--- src/hw/acc_core_pkg.sv ---
// constants, opcodes and state codes shared by the accumulator execution core
package acc_core_pkg;

  // reset values and interrupt vector
  localparam logic [7:0] ACC_RESET = 8'h00;
  localparam logic FLAG_RESET = 1'b0;
  localparam logic GIE_RESET = 1'b0;
  localparam int PC_RESET = 0;
  localparam int IRQ_VECTOR = 4;

  // arithmetic constants
  localparam logic [7:0] ZERO_BYTE = 8'h00;
  localparam logic [7:0] ONE_BYTE = 8'h01;
  localparam logic [3:0] BCD_LIMIT = 4'h9;
  localparam logic [3:0] BCD_STEP = 4'h6;
  localparam logic [3:0] NO_STEP = 4'h0;
  localparam logic [4:0] HALF_LIMIT = 5'h10;

  // decoded operation presented with each instruction strobe
  typedef enum logic [4:0] {
    op_idle_step = 5'h00,
    op_carry_sum_to_acc = 5'h01,
    op_carry_sum_to_memory = 5'h02,
    op_sum_to_acc = 5'h03,
    op_sum_imm_to_acc = 5'h04,
    op_sum_to_memory = 5'h05,
    op_mask_to_acc = 5'h06,
    op_mask_imm_to_acc = 5'h07,
    op_mask_to_memory = 5'h08,
    op_merge_to_acc = 5'h09,
    op_merge_imm_to_acc = 5'h0A,
    op_merge_to_memory = 5'h0B,
    op_sub_call = 5'h0C,
    op_zero_memory = 5'h0D,
    op_zero_bit = 5'h0E,
    op_watchdog_restart = 5'h0F,
    op_invert_memory = 5'h10,
    op_invert_to_acc = 5'h11,
    op_decimal_adjust = 5'h12,
    op_count_down_memory = 5'h13,
    op_count_down_to_acc = 5'h14,
    op_power_down = 5'h15,
    op_count_up_memory = 5'h16,
    op_count_up_to_acc = 5'h17,
    op_goto_address = 5'h18,
    op_copy_operand_to_acc = 5'h19,
    op_copy_imm_to_acc = 5'h1A,
    op_copy_acc_to_memory = 5'h1B,
    op_sub_exit = 5'h1C,
    op_sub_exit_value = 5'h1D,
    op_interrupt_exit = 5'h1E
  } op_type;

  // sequencer states, one-hot
  typedef enum logic [2:0] {
    st_run = 3'b001,
    st_dummy = 3'b010,
    st_halt = 3'b100
  } state_type;

endpackage : acc_core_pkg

--- src/hw/acc_core_exec.sv ---
// execution core for the arithmetic, logic, move and control-flow instruction group
// Function
// - carry-sum adds acc, memory and carry; to acc or memory; five flags
// - plain sum ignores carry; memory or immediate; to acc or memory; five flags
// - bitwise and with memory or immediate; to acc or memory; zero flag only
// - bitwise or with memory or immediate; to acc or memory; zero flag only
// - call pushes pc plus one, loads target, two cycles, no flags
// - byte clear writes zero to memory, no flags
// - bit clear zeroes one selected bit, keeps others, no flags
// - watchdog restart clears counter, timeout flag and powerdown flag
// - invert memory byte to memory or acc; zero flag only
// - decimal adjust acc by six per nibble into memory; only carry changes
// - count down memory byte to memory or acc; zero flag only
// - count up memory byte to memory or acc; zero flag only
// - power down halts, gates clock, clears watchdog, sets powerdown, clears timeout
// - jump loads target with one dummy cycle, two cycles, no flags
// - copies between memory, immediate and acc change no flag
// - idle step only advances the program counter
// - subroutine exit pops stack into pc, no flags
// - exit with value pops pc and loads acc with immediate
// - interrupt exit pops pc, sets global enable; pending interrupt served first
module acc_core_exec #(
  parameter int PC_W = 12,
  parameter int ADDR_W = 8,
  parameter int STACK_DEPTH = 8
) (
  input wire logic mclk,
  input wire logic rst_n,
  input wire logic instr_valid,
  input wire acc_core_pkg::op_type instr_op,
  input wire logic [7:0] mem_rdata,
  input wire logic [ADDR_W-1:0] mem_addr,
  input wire logic [7:0] imm_data,
  input wire logic [2:0] bit_sel,
  input wire logic [PC_W-1:0] target_addr,
  input wire logic irq_pending,
  input wire logic wake_req,
  input wire logic wdt_expired,
  output logic instr_ready,
  output logic [7:0] acc,
  output logic carry_flag,
  output logic half_carry_flag,
  output logic zero_flag,
  output logic signed_wrap_flag,
  output logic signed_carry_flag,
  output logic timeout_flag,
  output logic powerdown_flag,
  output logic global_irq_enable,
  output logic [PC_W-1:0] pc,
  output logic mem_wr,
  output logic [ADDR_W-1:0] mem_waddr,
  output logic [7:0] mem_wdata,
  output logic watchdog_clear,
  output logic prescaler_clear,
  output logic clk_run,
  output logic irq_ack
);

  acc_core_pkg::state_type state_r, state_nxt;
  logic [7:0] acc_r, acc_nxt, mem_wdata_r, mem_wdata_nxt, res;
  logic [ADDR_W-1:0] mem_waddr_r;
  logic [PC_W-1:0] pc_r, pc_nxt, push_data, stack_top;
  logic c_r, c_nxt, hc_r, hc_nxt, z_r, z_nxt, sw_r, sw_nxt, scf_r, scf_nxt;
  logic to_r, to_nxt, pdf_r, pdf_nxt, gie_r, gie_nxt;
  logic wr_r, wr_nxt, wdclr_r, wdclr_nxt, psclr_r, psclr_nxt, ack_r, ack_nxt, push, pop;

  // decode of the presented operation
  wire go = instr_valid && instr_ready;
  wire [PC_W-1:0] pc_inc = PC_W'(pc_r + 1'b1);
  wire use_imm = instr_op inside {acc_core_pkg::op_sum_imm_to_acc, acc_core_pkg::op_mask_imm_to_acc,
    acc_core_pkg::op_merge_imm_to_acc, acc_core_pkg::op_copy_imm_to_acc,
    acc_core_pkg::op_sub_exit_value};
  wire use_carry = instr_op inside {acc_core_pkg::op_carry_sum_to_acc,
    acc_core_pkg::op_carry_sum_to_memory};
  wire is_add = use_carry || instr_op inside {acc_core_pkg::op_sum_to_acc,
    acc_core_pkg::op_sum_imm_to_acc, acc_core_pkg::op_sum_to_memory};
  wire sets_zero = is_add || instr_op inside {acc_core_pkg::op_mask_to_acc,
    acc_core_pkg::op_mask_imm_to_acc, acc_core_pkg::op_mask_to_memory,
    acc_core_pkg::op_merge_to_acc, acc_core_pkg::op_merge_imm_to_acc,
    acc_core_pkg::op_merge_to_memory, acc_core_pkg::op_invert_memory,
    acc_core_pkg::op_invert_to_acc, acc_core_pkg::op_count_down_memory,
    acc_core_pkg::op_count_down_to_acc, acc_core_pkg::op_count_up_memory,
    acc_core_pkg::op_count_up_to_acc};
  wire writes_mem = instr_op inside {acc_core_pkg::op_carry_sum_to_memory,
    acc_core_pkg::op_sum_to_memory, acc_core_pkg::op_mask_to_memory,
    acc_core_pkg::op_merge_to_memory, acc_core_pkg::op_zero_memory, acc_core_pkg::op_zero_bit,
    acc_core_pkg::op_invert_memory, acc_core_pkg::op_decimal_adjust,
    acc_core_pkg::op_count_down_memory, acc_core_pkg::op_count_up_memory,
    acc_core_pkg::op_copy_acc_to_memory};
  wire writes_acc = instr_op inside {acc_core_pkg::op_carry_sum_to_acc,
    acc_core_pkg::op_sum_to_acc, acc_core_pkg::op_sum_imm_to_acc, acc_core_pkg::op_mask_to_acc,
    acc_core_pkg::op_mask_imm_to_acc, acc_core_pkg::op_merge_to_acc,
    acc_core_pkg::op_merge_imm_to_acc, acc_core_pkg::op_invert_to_acc,
    acc_core_pkg::op_count_down_to_acc, acc_core_pkg::op_count_up_to_acc,
    acc_core_pkg::op_copy_operand_to_acc, acc_core_pkg::op_copy_imm_to_acc,
    acc_core_pkg::op_sub_exit_value};

  // adder shared by both sum forms; carry in only for the carry forms
  wire [7:0] opnd = use_imm ? imm_data : mem_rdata;
  wire cin = use_carry && c_r;
  wire [8:0] sum9 = {1'b0, acc_r} + {1'b0, opnd} + {8'h00, cin};
  wire [4:0] half5 = {1'b0, acc_r[3:0]} + {1'b0, opnd[3:0]} + {4'h0, cin};
  wire sum_wrap = (acc_r[7] == opnd[7]) && (sum9[7] != acc_r[7]);

  // decimal correction: each nibble steps by six on its own condition
  wire lo_step = (acc_r[3:0] > acc_core_pkg::BCD_LIMIT) || hc_r;
  wire hi_step = (acc_r[7:4] > acc_core_pkg::BCD_LIMIT) || c_r;
  wire [7:0] bcd_adj = {hi_step ? acc_core_pkg::BCD_STEP : acc_core_pkg::NO_STEP,
    lo_step ? acc_core_pkg::BCD_STEP : acc_core_pkg::NO_STEP};
  wire [8:0] bcd9 = {1'b0, acc_r} + {1'b0, bcd_adj};
  wire [7:0] bit_mask = ~(acc_core_pkg::ONE_BYTE << bit_sel);

  // result selection
  always_comb begin
    case (instr_op)
      acc_core_pkg::op_carry_sum_to_acc, acc_core_pkg::op_carry_sum_to_memory,
      acc_core_pkg::op_sum_to_acc, acc_core_pkg::op_sum_imm_to_acc,
      acc_core_pkg::op_sum_to_memory: res = sum9[7:0];
      acc_core_pkg::op_mask_to_acc, acc_core_pkg::op_mask_imm_to_acc,
      acc_core_pkg::op_mask_to_memory: res = acc_r & opnd;
      acc_core_pkg::op_merge_to_acc, acc_core_pkg::op_merge_imm_to_acc,
      acc_core_pkg::op_merge_to_memory: res = acc_r | opnd;
      acc_core_pkg::op_zero_memory: res = acc_core_pkg::ZERO_BYTE;
      acc_core_pkg::op_zero_bit: res = mem_rdata & bit_mask;
      acc_core_pkg::op_invert_memory, acc_core_pkg::op_invert_to_acc: res = ~mem_rdata;
      acc_core_pkg::op_decimal_adjust: res = bcd9[7:0];
      acc_core_pkg::op_count_down_memory,
      acc_core_pkg::op_count_down_to_acc: res = mem_rdata - acc_core_pkg::ONE_BYTE;
      acc_core_pkg::op_count_up_memory,
      acc_core_pkg::op_count_up_to_acc: res = mem_rdata + acc_core_pkg::ONE_BYTE;
      acc_core_pkg::op_copy_operand_to_acc, acc_core_pkg::op_copy_imm_to_acc,
      acc_core_pkg::op_sub_exit_value: res = opnd;
      default: res = acc_r;
    endcase
  end

  // sequencing, data effects and control flow
  always_comb begin
    state_nxt = state_r;
    acc_nxt = acc_r;
    pc_nxt = pc_r;
    {c_nxt, hc_nxt, z_nxt, sw_nxt, scf_nxt} = {c_r, hc_r, z_r, sw_r, scf_r};
    {to_nxt, pdf_nxt, gie_nxt} = {to_r, pdf_r, gie_r};
    wr_nxt = 1'b0;
    mem_wdata_nxt = mem_wdata_r;
    {wdclr_nxt, psclr_nxt, ack_nxt, push, pop} = 5'b00000;
    push_data = pc_inc;
    case (state_r)
      acc_core_pkg::st_run: begin
        if (go) begin
          pc_nxt = pc_inc;
          if (writes_mem) begin
            wr_nxt = 1'b1;
            mem_wdata_nxt = res;
          end
          if (writes_acc) begin
            acc_nxt = res;
          end
          if (sets_zero) begin
            z_nxt = (res == acc_core_pkg::ZERO_BYTE);
          end
          if (is_add) begin
            {c_nxt, hc_nxt, sw_nxt, scf_nxt} =
              {sum9[8], half5 >= acc_core_pkg::HALF_LIMIT, sum_wrap, sum_wrap ^ sum9[7]};
          end
          case (instr_op)
            acc_core_pkg::op_decimal_adjust: c_nxt = c_r | bcd9[8];
            acc_core_pkg::op_sub_call: begin
              push = 1'b1;
              pc_nxt = target_addr;
              state_nxt = acc_core_pkg::st_dummy;
            end
            acc_core_pkg::op_goto_address: begin
              pc_nxt = target_addr;
              state_nxt = acc_core_pkg::st_dummy;
            end
            acc_core_pkg::op_sub_exit, acc_core_pkg::op_sub_exit_value: begin
              pop = 1'b1;
              pc_nxt = stack_top;
              state_nxt = acc_core_pkg::st_dummy;
            end
            acc_core_pkg::op_interrupt_exit: begin
              // a waiting request skips the pop and keeps the top slot as its own return address
              state_nxt = acc_core_pkg::st_dummy;
              if (irq_pending) begin
                pc_nxt = PC_W'(acc_core_pkg::IRQ_VECTOR);
                gie_nxt = 1'b0;
                ack_nxt = 1'b1;
              end else begin
                pop = 1'b1;
                pc_nxt = stack_top;
                gie_nxt = 1'b1;
              end
            end
            acc_core_pkg::op_watchdog_restart: {wdclr_nxt, to_nxt, pdf_nxt} = 3'b100;
            acc_core_pkg::op_power_down: begin
              {wdclr_nxt, psclr_nxt, to_nxt, pdf_nxt} = 4'b1101;
              state_nxt = acc_core_pkg::st_halt;
            end
            default: ;
          endcase
        end
      end
      acc_core_pkg::st_dummy: state_nxt = acc_core_pkg::st_run;
      acc_core_pkg::st_halt: begin
        if (wake_req) begin
          state_nxt = acc_core_pkg::st_run;
        end
      end
      default: state_nxt = acc_core_pkg::st_run;
    endcase
    // an expiry in the same cycle as a clear still wins
    if (wdt_expired) begin
      to_nxt = 1'b1;
    end
  end

  // architectural state
  always_ff @(posedge mclk or negedge rst_n) begin
    if (!rst_n) begin
      state_r <= acc_core_pkg::st_run;
      acc_r <= acc_core_pkg::ACC_RESET;
      pc_r <= PC_W'(acc_core_pkg::PC_RESET);
      {c_r, hc_r, z_r, sw_r, scf_r} <= {5{acc_core_pkg::FLAG_RESET}};
      {to_r, pdf_r} <= {2{acc_core_pkg::FLAG_RESET}};
      gie_r <= acc_core_pkg::GIE_RESET;
    end else begin
      state_r <= state_nxt;
      acc_r <= acc_nxt;
      pc_r <= pc_nxt;
      {c_r, hc_r, z_r, sw_r, scf_r} <= {c_nxt, hc_nxt, z_nxt, sw_nxt, scf_nxt};
      {to_r, pdf_r, gie_r} <= {to_nxt, pdf_nxt, gie_nxt};
    end
  end

  // memory write port and one-cycle strobes
  always_ff @(posedge mclk or negedge rst_n) begin
    if (!rst_n) begin
      {wr_r, wdclr_r, psclr_r, ack_r} <= 4'h0;
      mem_wdata_r <= acc_core_pkg::ZERO_BYTE;
      mem_waddr_r <= '0;
    end else begin
      {wr_r, wdclr_r, psclr_r, ack_r} <= {wr_nxt, wdclr_nxt, psclr_nxt, ack_nxt};
      mem_wdata_r <= mem_wdata_nxt;
      mem_waddr_r <= (go && writes_mem) ? mem_addr : mem_waddr_r;
    end
  end

  return_stack #(.DEPTH(STACK_DEPTH), .W(PC_W)) u_stack (
    .mclk(mclk),
    .rst_n(rst_n),
    .push(push),
    .pop(pop),
    .push_data(push_data),
    .top(stack_top)
  );

  // outputs; ready drops during the dummy cycle and while halted
  assign instr_ready = (state_r == acc_core_pkg::st_run);
  assign clk_run = (state_r != acc_core_pkg::st_halt);
  assign acc = acc_r;
  assign {carry_flag, half_carry_flag, zero_flag} = {c_r, hc_r, z_r};
  assign {signed_wrap_flag, signed_carry_flag} = {sw_r, scf_r};
  assign {timeout_flag, powerdown_flag, global_irq_enable} = {to_r, pdf_r, gie_r};
  assign pc = pc_r;
  assign {mem_wr, mem_waddr, mem_wdata} = {wr_r, mem_waddr_r, mem_wdata_r};
  assign {watchdog_clear, prescaler_clear, irq_ack} = {wdclr_r, psclr_r, ack_r};
endmodule : acc_core_exec

--- src/hw/return_stack.sv ---
// circular return-address stack for the execution core
module return_stack #(
  parameter int DEPTH = 8,
  parameter int W = 12
) (
  input wire logic mclk,
  input wire logic rst_n,
  input wire logic push,
  input wire logic pop,
  input wire logic [W-1:0] push_data,
  output logic [W-1:0] top
);
  localparam int AW = $clog2(DEPTH);

  logic [W-1:0] slot [DEPTH];
  logic [AW-1:0] sp_r;
  wire [AW-1:0] sp_top = AW'(sp_r - 1'b1);

  // overflow wraps silently, as a fixed-depth hardware stack does
  assign top = slot[sp_top];

  // pointer to the next free slot
  always_ff @(posedge mclk or negedge rst_n) begin
    if (!rst_n) begin
      sp_r <= '0;
    end else if (push && !pop) begin
      sp_r <= AW'(sp_r + 1'b1);
    end else if (pop && !push) begin
      sp_r <= sp_top;
    end
  end

  // storage is not reset; a push and pop together replaces the top
  always_ff @(posedge mclk) begin
    if (push && !pop) begin
      slot[sp_r] <= push_data;
    end else if (push && pop) begin
      slot[sp_top] <= push_data;
    end
  end

endmodule : return_stack

--- config.mk ---
export PLATFORM = sky130hd
export DESIGN_NAME = acc_core_exec
export DESIGN_NICKNAME = d
export VERILOG_FILES = /design/src/hw/acc_core_pkg.sv /design/src/hw/acc_core_exec.sv /design/src/hw/return_stack.sv
export SDC_FILE = /design/constraint.sdc
export NUM_CORES = 1
export LEC_CHECK = 0
export ABC_AREA = 0
export BUFFER_PORTS_ARGS = -buffer_cell sky130_fd_sc_hd__buf_4
export CAP_MARGIN = 20
export CORE_AREA = 10 10 140 142
export DETAILED_ROUTE_END_ITERATION = 8
export DIE_AREA = 0 0 150 152
export PLACE_DENSITY = 0.69
export SYNTH_ARGS = -nofsm -noshare
export SYNTH_HDL_FRONTEND = slang
export SYNTH_SLANG_ARGS = --single-unit
--- constraint.sdc ---
create_clock -name mclk -period 4.25 [get_ports mclk]
set_input_delay 0.6375 -clock mclk [delete_from_list [all_inputs] [get_ports mclk]]
set_output_delay 0.6375 -clock mclk [all_outputs]
set_load 0.005 [all_outputs]
Yosys cells after proc, flatten, opt, wreduce, memory -nomap -nowiden
Memory sizes are Yosys's and may differ from the RTL's.
Cells that the tools add are included.
Widths: inputs -> output; s select.
Cells by class
  eq/ne operators: 38
  add/subtract/negate cells: 10
  shift-type cells: 1
  magnitude comparators: 3
  reduce and logical (&&, ||, !) cells: 48
  multiplexer cells: 47
  bitwise logic cells: 7
Operators by type and width (number)
  $pmux 8 s10: 1
  $eq 5x5->1 const B: 15
  $eq 5x4->1 const B: 8
  $pmux 12 s3: 1
  $mux 1: 31
  $reduce_and 3->1: 9
  $mux 12: 2
  $mux 3: 7
  $eq 5x3->1 const B: 4
  $and 8x8->8: 2
  $not 8->8: 2
  $reduce_bool 2->1: 7
  $reduce_bool 13->1: 1
  $add 12x1->12 const B: 1
  $pmux 3 s2: 2
  $reduce_bool 12->1: 1
  $reduce_or 12->1: 1
  $reduce_or 2->1: 6
  $reduce_bool 11->1: 1
  $eq 5x2->1 const B: 2
  $reduce_or 5->1: 2
  $add 8x7->9: 1
  $add 8x8->9: 1
  $add 9x1->9: 1
  other kinds (31): 45
Word-level totals
  flip-flop bits (word level): 54
  logic and storage cells: 173
  bits of input ports: 50
  bits in writable memories: 96
  memories kept: 1
  output and inout bits: 50
Memory list
  u_stack.slot: depth 8, width 12, rd ports 1, clocked after Yosys merged registers in 0, wr ports 1, line return_stack.sv:15  | logic [W-1:0] slot [DEPTH];

Depth between registers and ports, before layout
Gate-level depths: netlist of run 1.
  depth after elaboration: 11
  gate-level depth with buffers: 17
  depth with buffers taken out: 15

Modules after synthesis
From an unflattened synthesis of run 1, not the netlist that was laid out.
Unflattened totals
  cell total of the unflattened synthesis: 771
  area, all modules: 8540.7 um^2
By module, submodules not included
  acc_core_exec: cells each 509, area each 4375.4 um^2, seq. area each 1277.5 um^2, instances 1
  return_stack: cells each 262, area each 4165.2 um^2, seq. area each 2957.8 um^2, instances 1

Least setup slack after synthesis of run 1
Ideal clock, no wire load.
  path kind: input-to-reg
  from: input instr_op[0]
  to: register z_r, in the netlist zero_flag
  required time: 4158 ps
  library setup time: 92 ps
  stages on the path: 17
  setup slack: 141 ps
  path buffers: 2
  data arrival time: 4017 ps
  cell sequence: nand2b_1 > buf_2 > nand4_1 > o211ai_2 > buf_6 > nand2_1 > o21ai_0 > fa_1 > fa_1 > a211oi_1 > nor2_1 > a21o_1 > a21oi_1 > xor2_1 > o211ai_1 > or4b_1 > o31ai_2
Between the ends
  cells in the longest elaborated chain, start to end: 7
  elaborated cells on any way between the ends: 45
  those cells by class: add/sub (2); eq/ne (23); mux (2); bitwise (2); reduce/logical (16)
Ends and longest elaborated chain
  from (decl): line acc_core_exec.sv:30  | input wire acc_core_pkg::op_type instr_op,
  $eq 5x3->1, or another cell as far along: line acc_core_exec.sv:70, acc_core_exec.sv:75, acc_core_exec.sv:115
  $reduce_bool 5->1: line acc_core_exec.sv:70  | wire use_imm = instr_op inside {acc_core_pkg::op_sum_imm_to_acc, acc_core_pkg::op_mask_imm_to_acc,
  $mux 8: line acc_core_exec.sv:99  | wire [7:0] opnd = use_imm ? imm_data : mem_rdata;
  $add 8x8->9: line acc_core_exec.sv:101  | wire [8:0] sum9 = {1'b0, acc_r} + {1'b0, opnd} + {8'h00, cin};
  $add 9x1->9: line acc_core_exec.sv:101
  $pmux 8 s10: line acc_core_exec.sv:115  | case (instr_op)
  $logic_not 8->1: line acc_core_exec.sv:160  | z_nxt = (res == acc_core_pkg::ZERO_BYTE);
  to (signal assigned): line acc_core_exec.sv:224  | {c_r, hc_r, z_r, sw_r, scf_r} <= {5{acc_core_pkg::FLAG_RESET}};
  to (signal assigned): line acc_core_exec.sv:231  | {c_r, hc_r, z_r, sw_r, scf_r} <= {c_nxt, hc_nxt, z_nxt, sw_nxt, scf_nxt};
  to (decl): line acc_core_exec.sv:63  | logic c_r, c_nxt, hc_r, hc_nxt, z_r, z_nxt, sw_r, sw_nxt, scf_r, scf_nxt;
Parallel ways exist; a longest one is shown, timed or not.
A chain may end at the register's enable or synchronous reset.

Worst setup path after layout of run 1
Ends and elaborated chain as after synthesis.

==> impl_metrics.tcl, run 1 <==
set metrics [dict create \
    ff2ff_path_depth 11 \
    synth_top_family_by_area "simple AND/OR/NAND/NOR gates" \
    finClkSkew_ps 9.47 \
    synth.area.mux_share_pct 10.7 \
    ir_worst_vdd_uv 337 \
    drtAntennaViolNets 0 \
    cts_made_buffers 17 \
    worst_setup_path_end_kind "register" \
    max_cap_viol_count 0 \
    p_leak_nw 3.91 \
    reg2reg_slack_ps 850 \
    grt_max_degree 55 \
    grt_pass1_vias 6466 \
    yosys.area_share.simple_pct 13.1 \
    wire_per_inst_um 21.4 \
    crit_required_ps 4590 \
    syn_inst 702 \
    synth_top_area_share_pct 35.2 \
    dieHeight_um 152 \
    yosysSeqAreaShare_pct 51.6 \
    cp_cell_sequence "buf_4 -> nand2b_1 -> nand4_1 -> o211ai_2 -> buf_4 -> mux2_4 -> inv_1 -> ha_1 -> a211oi_1 -> o21bai_1 -> a21oi_2 -> xor2_1 -> nor2_1 -> or4_4 -> or4b_1 -> o31ai_2" \
    ys_ff_latch 150 \
    clockBufferDepth 2 \
    via_per_inst 6.00 \
    power_density_nw_per_um2 625 \
    fillers 1440 \
    hold_buffers 0 \
    synth_fa_ha_area_share_pct 4.70 \
    gr-total-overflow 0 \
    synthArstFlopShare_pct 36.0 \
    syn2layout_area_growth_pct 20.8 \
    path_buf_inv 3 \
    syn_area_per_cell_um2 11.7 \
    setup_ws_ps 404 \
    num_rows 48 \
    antenna-diode-count 0 \
    clkTransAtPathRegs_ps 70 \
    cts_tree "done" \
    rsz0062_at_grt "false" \
    power_frac_comb_pct 39.7 \
    whs_ps 261 \
    synth-compound-area-share_pct 12.8 \
    criticalPathCategory "in2reg" \
    setup_viol 0 \
    finalInstanceArea_um2 9910 \
    fin_crit_ps 3850 \
    routabilityCongestion 0.943 \
    hold_viol_final 0 \
    worst_pin_slew_ps 1080 \
    die_width_um 150 \
    htreeDepth 4 \
    cp.arrival_ps 4190 \
    insertion_delay_ps 430 \
    synth_ff_type "edfxtp_1" \
    dp_slack_ps -18.5 \
    yosysMostFrequentCell "edfxtp_1" \
    pwr-share-clk_pct 25.1 \
    synth_edf_count 96 \
    clock_sinks 150 \
    drt-total-wl_mm 22.5 \
    crit_slowest_cell "or4_4" \
    status "finished clean" \
    clock.fmax_ghz 0.260 \
    yosysTopAreaCell "edfxtp_1" \
    yosysUniqueCellTypes 73 \
    p_sw_mw 2.23 \
    crit_fanout 4 \
    seq_power_share_pct 35.3 \
    num_vias 6321 \
    critPathMaxStageDelay_ps 530 \
    dr.pass1.iters 5 \
    yosys_warnings 0 \
    drc 0 \
    die_area_um2 22800 \
    netlist_area_um2 8200 \
    rr_endpoint "zero_flag$_DFFE_PN0P_" \
    numPortBuffers 99 \
    p_int_mw 3.96 \
    placed_area_um2 9300 \
    cts_setup_buffers 0 \
    final_max_slew_viol_count 0 \
    finalCritPeriodShare_pct 90.5 \
    hold_path_class "in2async" \
    cpMostUsedCell "buf_4" \
    drive_gt1_share_pct 28.1 \
    setup_tns_ps 0 \
    clock_tree.root_cell "clkbuf_16" \
    cts_resized 0 \
    drt_iter0_drc 507 \
    synth_common_cells "edfxtp_1, nand2_1, dfrtp_1" \
    track_usage_pct 19.8 \
    dpl.hpwl_mm 15.8 \
    rr_startpoint "carry_flag$_DFFE_PN0P_" \
    crit_path_start_kind "input pin" \
    nets 894 \
    grt_antenna_before_repair 0 \
    core_area_um2 16900 \
    syn_nets 781 \
    grt_pass1_wl_mm 35.8 \
    critPathTopFamily "simple AND/OR/NAND/NOR gates" \
    yosys-top-cells-area "edfxtp_1, dfrtp_1, mux4_2" \
    p_sw_share_pct 36.0 \
    synth_xor_xnor_area_share_pct 3.63 \
    initial_core_util_pct 48.4 \
    max_slew_margin_pct 27.7 \
    ios 100 \
]
==> worst max path at each step <==
stage | startpoint | to | slack, ps | cells after the start
after global routing | instr_op[0] | zero_flag$_DFFE_PN0P_ | 130 | 16
final | instr_op[0] | zero_flag$_DFFE_PN0P_ | 400 | 16
after floorplan | instr_op[0] | zero_flag$_DFFE_PN0P_ | 140 | 17
after detailed placement | instr_op[0] | zero_flag$_DFFE_PN0P_ | -20 | 16
after CTS | instr_op[0] | zero_flag$_DFFE_PN0P_ | 410 | 16
after global placement | instr_op[0] | zero_flag$_DFFE_PN0P_ | 50 | 15
==> sequential cells by signal, summed over array words and instances (netlist names), 3 cells and up <==
| register | cells |
|---|---|
| u_stack.slot | 96 |
| u_stack.sp_r | 3 |
| pc | 12 |
| state_r | 3 |
| mem_waddr | 8 |
| mem_wdata | 8 |
| acc | 8 |
==> worst reg2reg max path: cells and delay by family, from the launching register on <==
family | cells | cell delay, ps
AOI/OAI and AO/OA | 5 | 950
and+or+nand+nor | 3 | 880
adders and majority gates | 2 | 860
DFF | 1 | 460
xor gates and xnor gates | 1 | 170
==> metal layers <==
layer | vias to the layer above | part of all wire [%] | GRT usage, %
met2 | 233 | 49 | 31.8
met5 | - | 0 | 0
met4 | 0 | 2.2 | 7.04
li1 | 2872 | - | -
met3 | 36 | 6.5 | 4.75
met1 | 3180 | 43 | 25.5
==> cells by family after synthesis <==
family                   Yosys count
AO/OA/AOI/OAI                    157
XOR/XNOR                          34
adder cells (fa/ha/maj)           29
buffers and inverters             65
flip-flops                       150
multiplexers                      54
AND/OR/NAND/NOR                  213
==> power groups by stage <==
stage          Combinational, mW  Clock (mW)  Sequential [mW]
2_1_floorplan               1.56           0             2.14
3_5_place_dp                2.45           0             2.21
5_1_grt                     2.68        1.64             2.22
4_1_cts                     2.47        1.57             2.18
6_report                    2.46        1.55             2.18
3_3_place_gp                2.40           0             2.20
==> final cells by class <==
| class | count | area (µm²) | area share (%) |
|---|---|---|---|
| Clock buffer | 17 | 425 | 4.29 |
| Clock inverter | 15 | 185 | 1.87 |
| Inverter | 26 | 97.6 | 0.985 |
| Multi-Input combinational cell | 487 | 3690 | 37.2 |
| Sequential cell | 150 | 4240 | 42.7 |
| Tap cell | 225 | 282 | 2.84 |
| Timing Repair Buffer | 133 | 998 | 10.1 |
==> metrics by stage <==
stage	std cells	utilization [%]	power (mW)
floorplan	702	-	3.71
global placement	1021	54.9	4.60
detailed placement	1021	54.9	4.65
CTS	1053	58.5	6.22
global route	1053	58.5	6.54
finish	1053	58.5	6.19
==> placed cells by master, fill, tap and decap left out, types with 4 or more instances in the layout <==
master	n
mux2_2	20
o2111ai_1	5
or3_1	4
clkbuf_16	17
o211ai_1	6
dfrtp_1	53
a21oi_1	26
a31oi_1	8
o22ai_1	8
edfxtp_1	96
inv_6	6
ha_1	26
buf_4	133
nor3_1	15
nor4_1	4
nor2_1	36
nand4_1	7
xnor2_1	25
nand3_1	18
o21ai_0	45
nor2b_1	7
a21o_1	4
and3_1	5
a211oi_1	5
nand2_1	74
mux2i_1	7
xor2_1	9
a22oi_1	8
mux4_2	24
nand3b_1	5
inv_1	26
a221oi_1	12
nand2b_1	12
Note: power is estimated with default switching activity, not from simulation.
==> inputs of run 2 (changes only) <==
CORE_AREA = 5 5 135 137   (was 10 10 140 142)
DIE_AREA = 0 0 140 142   (was 0 0 150 152)
==> run 2 against run 1 <==
Die area decreased by 13%; sequential power about the same; clock skew decreased by 0.50 ps; cell count increased by 0.19%; clock-buffer cell count increased by 1; flip-flop and latch count unchanged; non-clock buffer count increased by 2; combinational power about the same; via count decreased by 0.24%; first-iteration DRC count increased by 2.4%; total power increased by 1.2%.
==> impl_metrics.tcl, run 2 (synthesis results as in run 1) <==
set metrics [dict create \
    fillers 1396 \
    crit_path_start_kind "input pin" \
    finalInstanceArea_um2 9950 \
    seqCellArea_um2 4240 \
    cts_made_buffers 17 \
    dr.pass1.iters 5 \
    cts_setup_buffers 0 \
    clock.fmax_ghz 0.255 \
    placed_area_um2 9310 \
    crit_slowest_cell "or4_4" \
    power_density_nw_per_um2 630 \
    criticalPathCategory "in2reg" \
    cts_tree "done" \
    die_width_um 140 \
    rsz0062_at_grt "false" \
    setup_tns_ps 0 \
    fin_crit_ps 3920 \
    drive_gt1_share_pct 28.2 \
    max_slew_margin_pct 21.8 \
    max_cap_viol_count 0 \
    final_cell_mix "buf_4, edfxtp_1, nand2_1, dfrtp_1, o21ai_0" \
    wire_per_inst_um 21.2 \
    num_rows 48 \
    num_vias 6306 \
    rr_endpoint "zero_flag$_DFFE_PN0P_" \
    ir_worst_vdd_uv 334 \
    routabilityCongestion 0.949 \
    cts_resized 0 \
    die_area_um2 19900 \
    drc 0 \
    ff2ff_path_depth 11 \
    clockBufferDepth 2 \
    cp.arrival_ps 4250 \
    multi_input_area_um2 3690 \
    layout_commonest_cell "buf_4" \
    gr-total-overflow 0 \
    hold_path_class "in2async" \
    drtAntennaViolNets 0 \
    nets 896 \
    rr_startpoint "carry_flag$_DFFE_PN0P_" \
    via_per_inst 5.98 \
    antenna-diode-count 0 \
    grt_pass1_vias 6488 \
    insertion_delay_ps 420 \
    crit_fanout 5 \
    drt_iter0_drc 519 \
    largest_register "u_stack.slot" \
    drt-total-wl_mm 22.3 \
    dpl.hpwl_mm 15.5 \
    grt_pass1_wl_mm 35.8 \
    critPathMaxStageDelay_ps 540 \
    grt_antenna_before_repair 0 \
    crit_required_ps 4580 \
    clkTransAtPathRegs_ps 70 \
    largest_reg_flops 96 \
    worst_setup_path_end_kind "register" \
    cpMostUsedCell "buf_4" \
    grt_max_degree 55 \
    clock_tree.root_cell "clkbuf_16" \
    hold_buffers 0 \
    worst_pin_slew_ps 1160 \
    final_max_slew_viol_count 0 \
    setup_viol 0 \
    syn2layout_area_growth_pct 21.3 \
    p_leak_nw 3.93 \
    dieHeight_um 142 \
    numPortBuffers 99 \
    total_power_mw 6.26 \
    ios 100 \
    status "finished clean" \
    track_usage_pct 22.9 \
    htreeDepth 4 \
    finClkSkew_ps 8.97 \
    core_area_um2 16900 \
    hold_viol_final 0 \
    cp_cell_sequence "buf_4 -> and2b_1 -> nand4_1 -> o211ai_2 -> buf_4 -> mux2_4 -> inv_1 -> ha_1 -> a211oi_1 -> o21bai_1 -> a21oi_2 -> xor2_1 -> nor2_1 -> or4_4 -> or4b_1 -> o31ai_2" \
    reg2reg_slack_ps 750 \
    finalCritPeriodShare_pct 92.2 \
    clock_sinks 150 \
    initial_core_util_pct 48.4 \
]
run 2: cell count changes in the layout (fill, tap and decap cells not counted):
| cell | change |
|---|---|
| inv_6 | -3 |
| inv_8 | -3 |
| buf_4 | +2 |
| bufinv_16 | +2 |
| clkinv_4 | +2 |
| clkbuf_8 | +1 |
| clkinv_1 | +1 |
| clkinv_2 | +1 |
| clkinv_8 | -1 |
run 2: power by group:
part / internal (mW) / switching [mW]
Sequential: 1.92 / 0.276
Combinational: 1.15 / 1.30
Clock: 1.00 / 0.616
Total: 4.07 / 2.19
run 2: critical path: cells and delay by family:
family                     cells  cell delay [ps]
xor gates and xnor gates       1              160
adders and majority gates      1              230
and+or+nand+nor                5             1470
AOI/OAI and AO/OA              5             1040
buffers and inverters          3              370
muxes                          1              330
run 2: cell type report:
type / instances / area share (%)
Sequential cell: 150 / 42.6
Timing Repair Buffer: 135 / 10.2
Multi-Input combinational cell: 487 / 37.1
Tap cell: 225 / 2.83
Clock inverter: 14 / 1.96
Inverter: 26 / 0.981
Clock buffer: 18 / 4.41
run 2: layer usage:
layer	global-route usage [%]	vias to the layer above	share of wire, %
li1	-	2867	-
met1	30.0	3134	42
met2	38.0	255	49
met3	4.47	50	6.3
met4	9.28	0	3.0
met5	0	-	0
run 2: through the flow:
step | instances | util [%] | worst slack (ps) | hold slack [ps]
after floorplan | 702 | - | 141 | 342
after detailed placement | 1023 | 55.0 | 15.2 | 486
final | 1055 | 58.7 | 330 | 274
after global placement | 1023 | 55.0 | 70.8 | 470
after CTS | 1055 | 58.7 | 400 | 299
after global routing | 1055 | 58.7 | 127 | 338
run 2: worst max path at each step:
stage / start / endpoint / slack [ps] / depth (start not counted)
final: instr_op[1] / zero_flag$_DFFE_PN0P_ / 330 / 16
after global routing: instr_op[0] / zero_flag$_DFFE_PN0P_ / 130 / 16
after CTS: instr_op[1] / zero_flag$_DFFE_PN0P_ / 400 / 16
after detailed placement: instr_op[1] / zero_flag$_DFFE_PN0P_ / 20 / 16
after global placement: instr_op[1] / zero_flag$_DFFE_PN0P_ / 70 / 16
after floorplan: instr_op[0] / zero_flag$_DFFE_PN0P_ / 140 / 17
==> inputs of run 3 (changes only) <==
SETUP_SLACK_MARGIN = 0.5   (was default)
==> run 3 against run 2 <==
Non-clock buffer count up 7; total power grew 1.1%; cell area increased by 1.9%; global-route usage barely moved; largest cell class unchanged.
==> impl_metrics.tcl, run 3 (synthesis results as in run 1) <==
set metrics [dict create \
    grt_pass1_wl_mm 35.5 \
    grt_antenna_before_repair 0 \
    antenna-diode-count 0 \
    max_slew_margin_pct 20.5 \
    cts_made_buffers 17 \
    drt_iter0_drc 556 \
    via_per_inst 5.93 \
    seqCellArea_um2 4240 \
    pwr-share-clk_pct 25.1 \
    num_vias 6294 \
    grt_pass1_vias 6350 \
    grt_max_degree 55 \
    largest_register "u_stack.slot" \
    numPortBuffers 99 \
    worst_setup_path_end_kind "register" \
    clock.fmax_ghz 0.273 \
    dr.pass1.iters 6 \
    criticalPathCategory "in2reg" \
    final_max_slew_viol_count 0 \
    total_power_mw 6.34 \
    use_met3_pct 5.14 \
    rsz0062_at_grt "true" \
    multi_input_area_um2 3790 \
    p_int_mw 4.12 \
    dp.cells 1019 \
    p_sw_mw 2.22 \
    core_area_um2 16900 \
    clkTransAtPathRegs_ps 60 \
    worst_pin_slew_ps 1180 \
    wire_per_inst_um 21.3 \
    drt-total-wl_mm 22.7 \
    dpl.hpwl_mm 16.1 \
    track_usage_pct 22.9 \
    insertion_delay_ps 430 \
    hold_viol_final 0 \
    die_width_um 140 \
    die_area_um2 19900 \
    finalCritPeriodShare_pct 86.1 \
    grt.busiest_layer "met2" \
    nets 903 \
    final_cells 1062 \
    routabilityCongestion 0.947 \
    use_met1_pct 29.0 \
    largest_reg_flops 96 \
    hold_buffers 0 \
    fin_crit_ps 3660 \
    use_met2_pct 39.4 \
    fin_util_pct 59.8 \
    power_frac_comb_pct 40.3 \
    ff2ff_path_depth 11 \
    crit_fanout 8 \
    power_density_nw_per_um2 625 \
    status "finished clean" \
    clockBufferDepth 2 \
    crit_required_ps 4580 \
    initial_core_util_pct 48.4 \
    layout_commonest_cell "buf_4" \
    final_cell_mix "buf_4, edfxtp_1, nand2_1, dfrtp_1, o21ai_0" \
    htreeDepth 4 \
    cp.arrival_ps 3990 \
    cts_tree "done" \
    max_cap_viol_count 0 \
    gr-total-overflow 0 \
    drive_gt1_share_pct 30.5 \
    rr_endpoint "zero_flag$_DFFE_PN0P_" \
    reg2reg_slack_ps 730 \
    clock_tree.root_cell "clkbuf_16" \
    clock_sinks 150 \
    ir_worst_vdd_uv 454 \
    p_sw_share_pct 35.0 \
    drc 0 \
    p_leak_nw 4.00 \
    ios 100 \
    syn2layout_area_growth_pct 23.6 \
    hold_path_class "in2async" \
    setup_tns_ps 0 \
    seq_power_share_pct 34.6 \
    fillers 1414 \
    num_rows 48 \
    setup_viol 0 \
    drtAntennaViolNets 0 \
    crit_path_start_kind "input pin" \
    finClkSkew_ps 17.4 \
    dieHeight_um 142 \
    whs_ps 271 \
    rr_startpoint "acc[2]$_DFFE_PN0P_" \
]
==> run 3: cell count changes in the layout (fill, tap and decap cells not counted), sizes merged <==
cell / before / now
buf: 135 / 142
clkinv: 4 / 2
clkinvlp: 3 / 4
inv: 29 / 30
==> run 3: stage by stage <==
step	worst slack (ps)	cell area (µm²)
global route	475	10100
CTS	532	9950
floorplan	448	8230
detailed placement	39.8	9310
global placement	211	9310
finish	591	10100
==> run 3: final cells by class <==
class,count,share of cell area (%)
flip-flops and latches,150,41.8
multi-input cells,487,37.4
clock buffers,18,4.24
well taps,225,2.78
repair buffers,142,10.8
inverters,26,0.963
clock inverters,14,1.98
==> run 3: routing by layer <==
metal | vias to the layer above | routed length (µm)
li1 | 2883 | -
met1 | 3114 | 9130
met2 | 262 | 11500
met3 | 35 | 1550
met4 | 0 | 519
met5 | - | 0
==> run 3: how the worst max path moves through the flow <==
stage,to,from,depth (start not counted),slack (ps)
finish,zero_flag$_DFFE_PN0P_,instr_op[1],16,590
floorplan,zero_flag$_DFFE_PN0P_,instr_op[0],17,450
global placement,zero_flag$_DFFE_PN0P_,instr_op[0],13,210
global route,zero_flag$_DFFE_PN0P_,instr_op[1],16,470
CTS,zero_flag$_DFFE_PN0P_,instr_op[0],14,530
detailed placement,zero_flag$_DFFE_PN0P_,instr_op[0],13,40
==> run 3: power by group through the flow <==
stage | Clock [mW] | Combinational (mW) | Sequential [mW]
after floorplan | 0 | 1.58 | 2.14
after global placement | 0 | 2.40 | 2.20
after detailed placement | 0 | 2.47 | 2.21
after CTS | 1.61 | 2.49 | 2.19
after global routing | 1.69 | 2.77 | 2.22
final | 1.59 | 2.55 | 2.19
==> run 3: worst max-delay path, stage by stage <==
cell      delay, ps
buf_12          110
and2b_1         210
nand4_1         130
o211ai_4        160
buf_6           150
o21ai_4          70
fa_2            400
fa_2            400
a211oi_2        250
nor2_2           90
a21o_1          170
a21oi_2         150
xor2_1          160
o211ai_1        140
or4b_4          520
o31ai_4         230
==> run 3: repair_timing <==
item | CTS | global route
pin swaps | 0 | 20
setup endpoints to repair | 1 | 1
buffers inserted | 0 | 11
gates resized for setup | 2 | 18
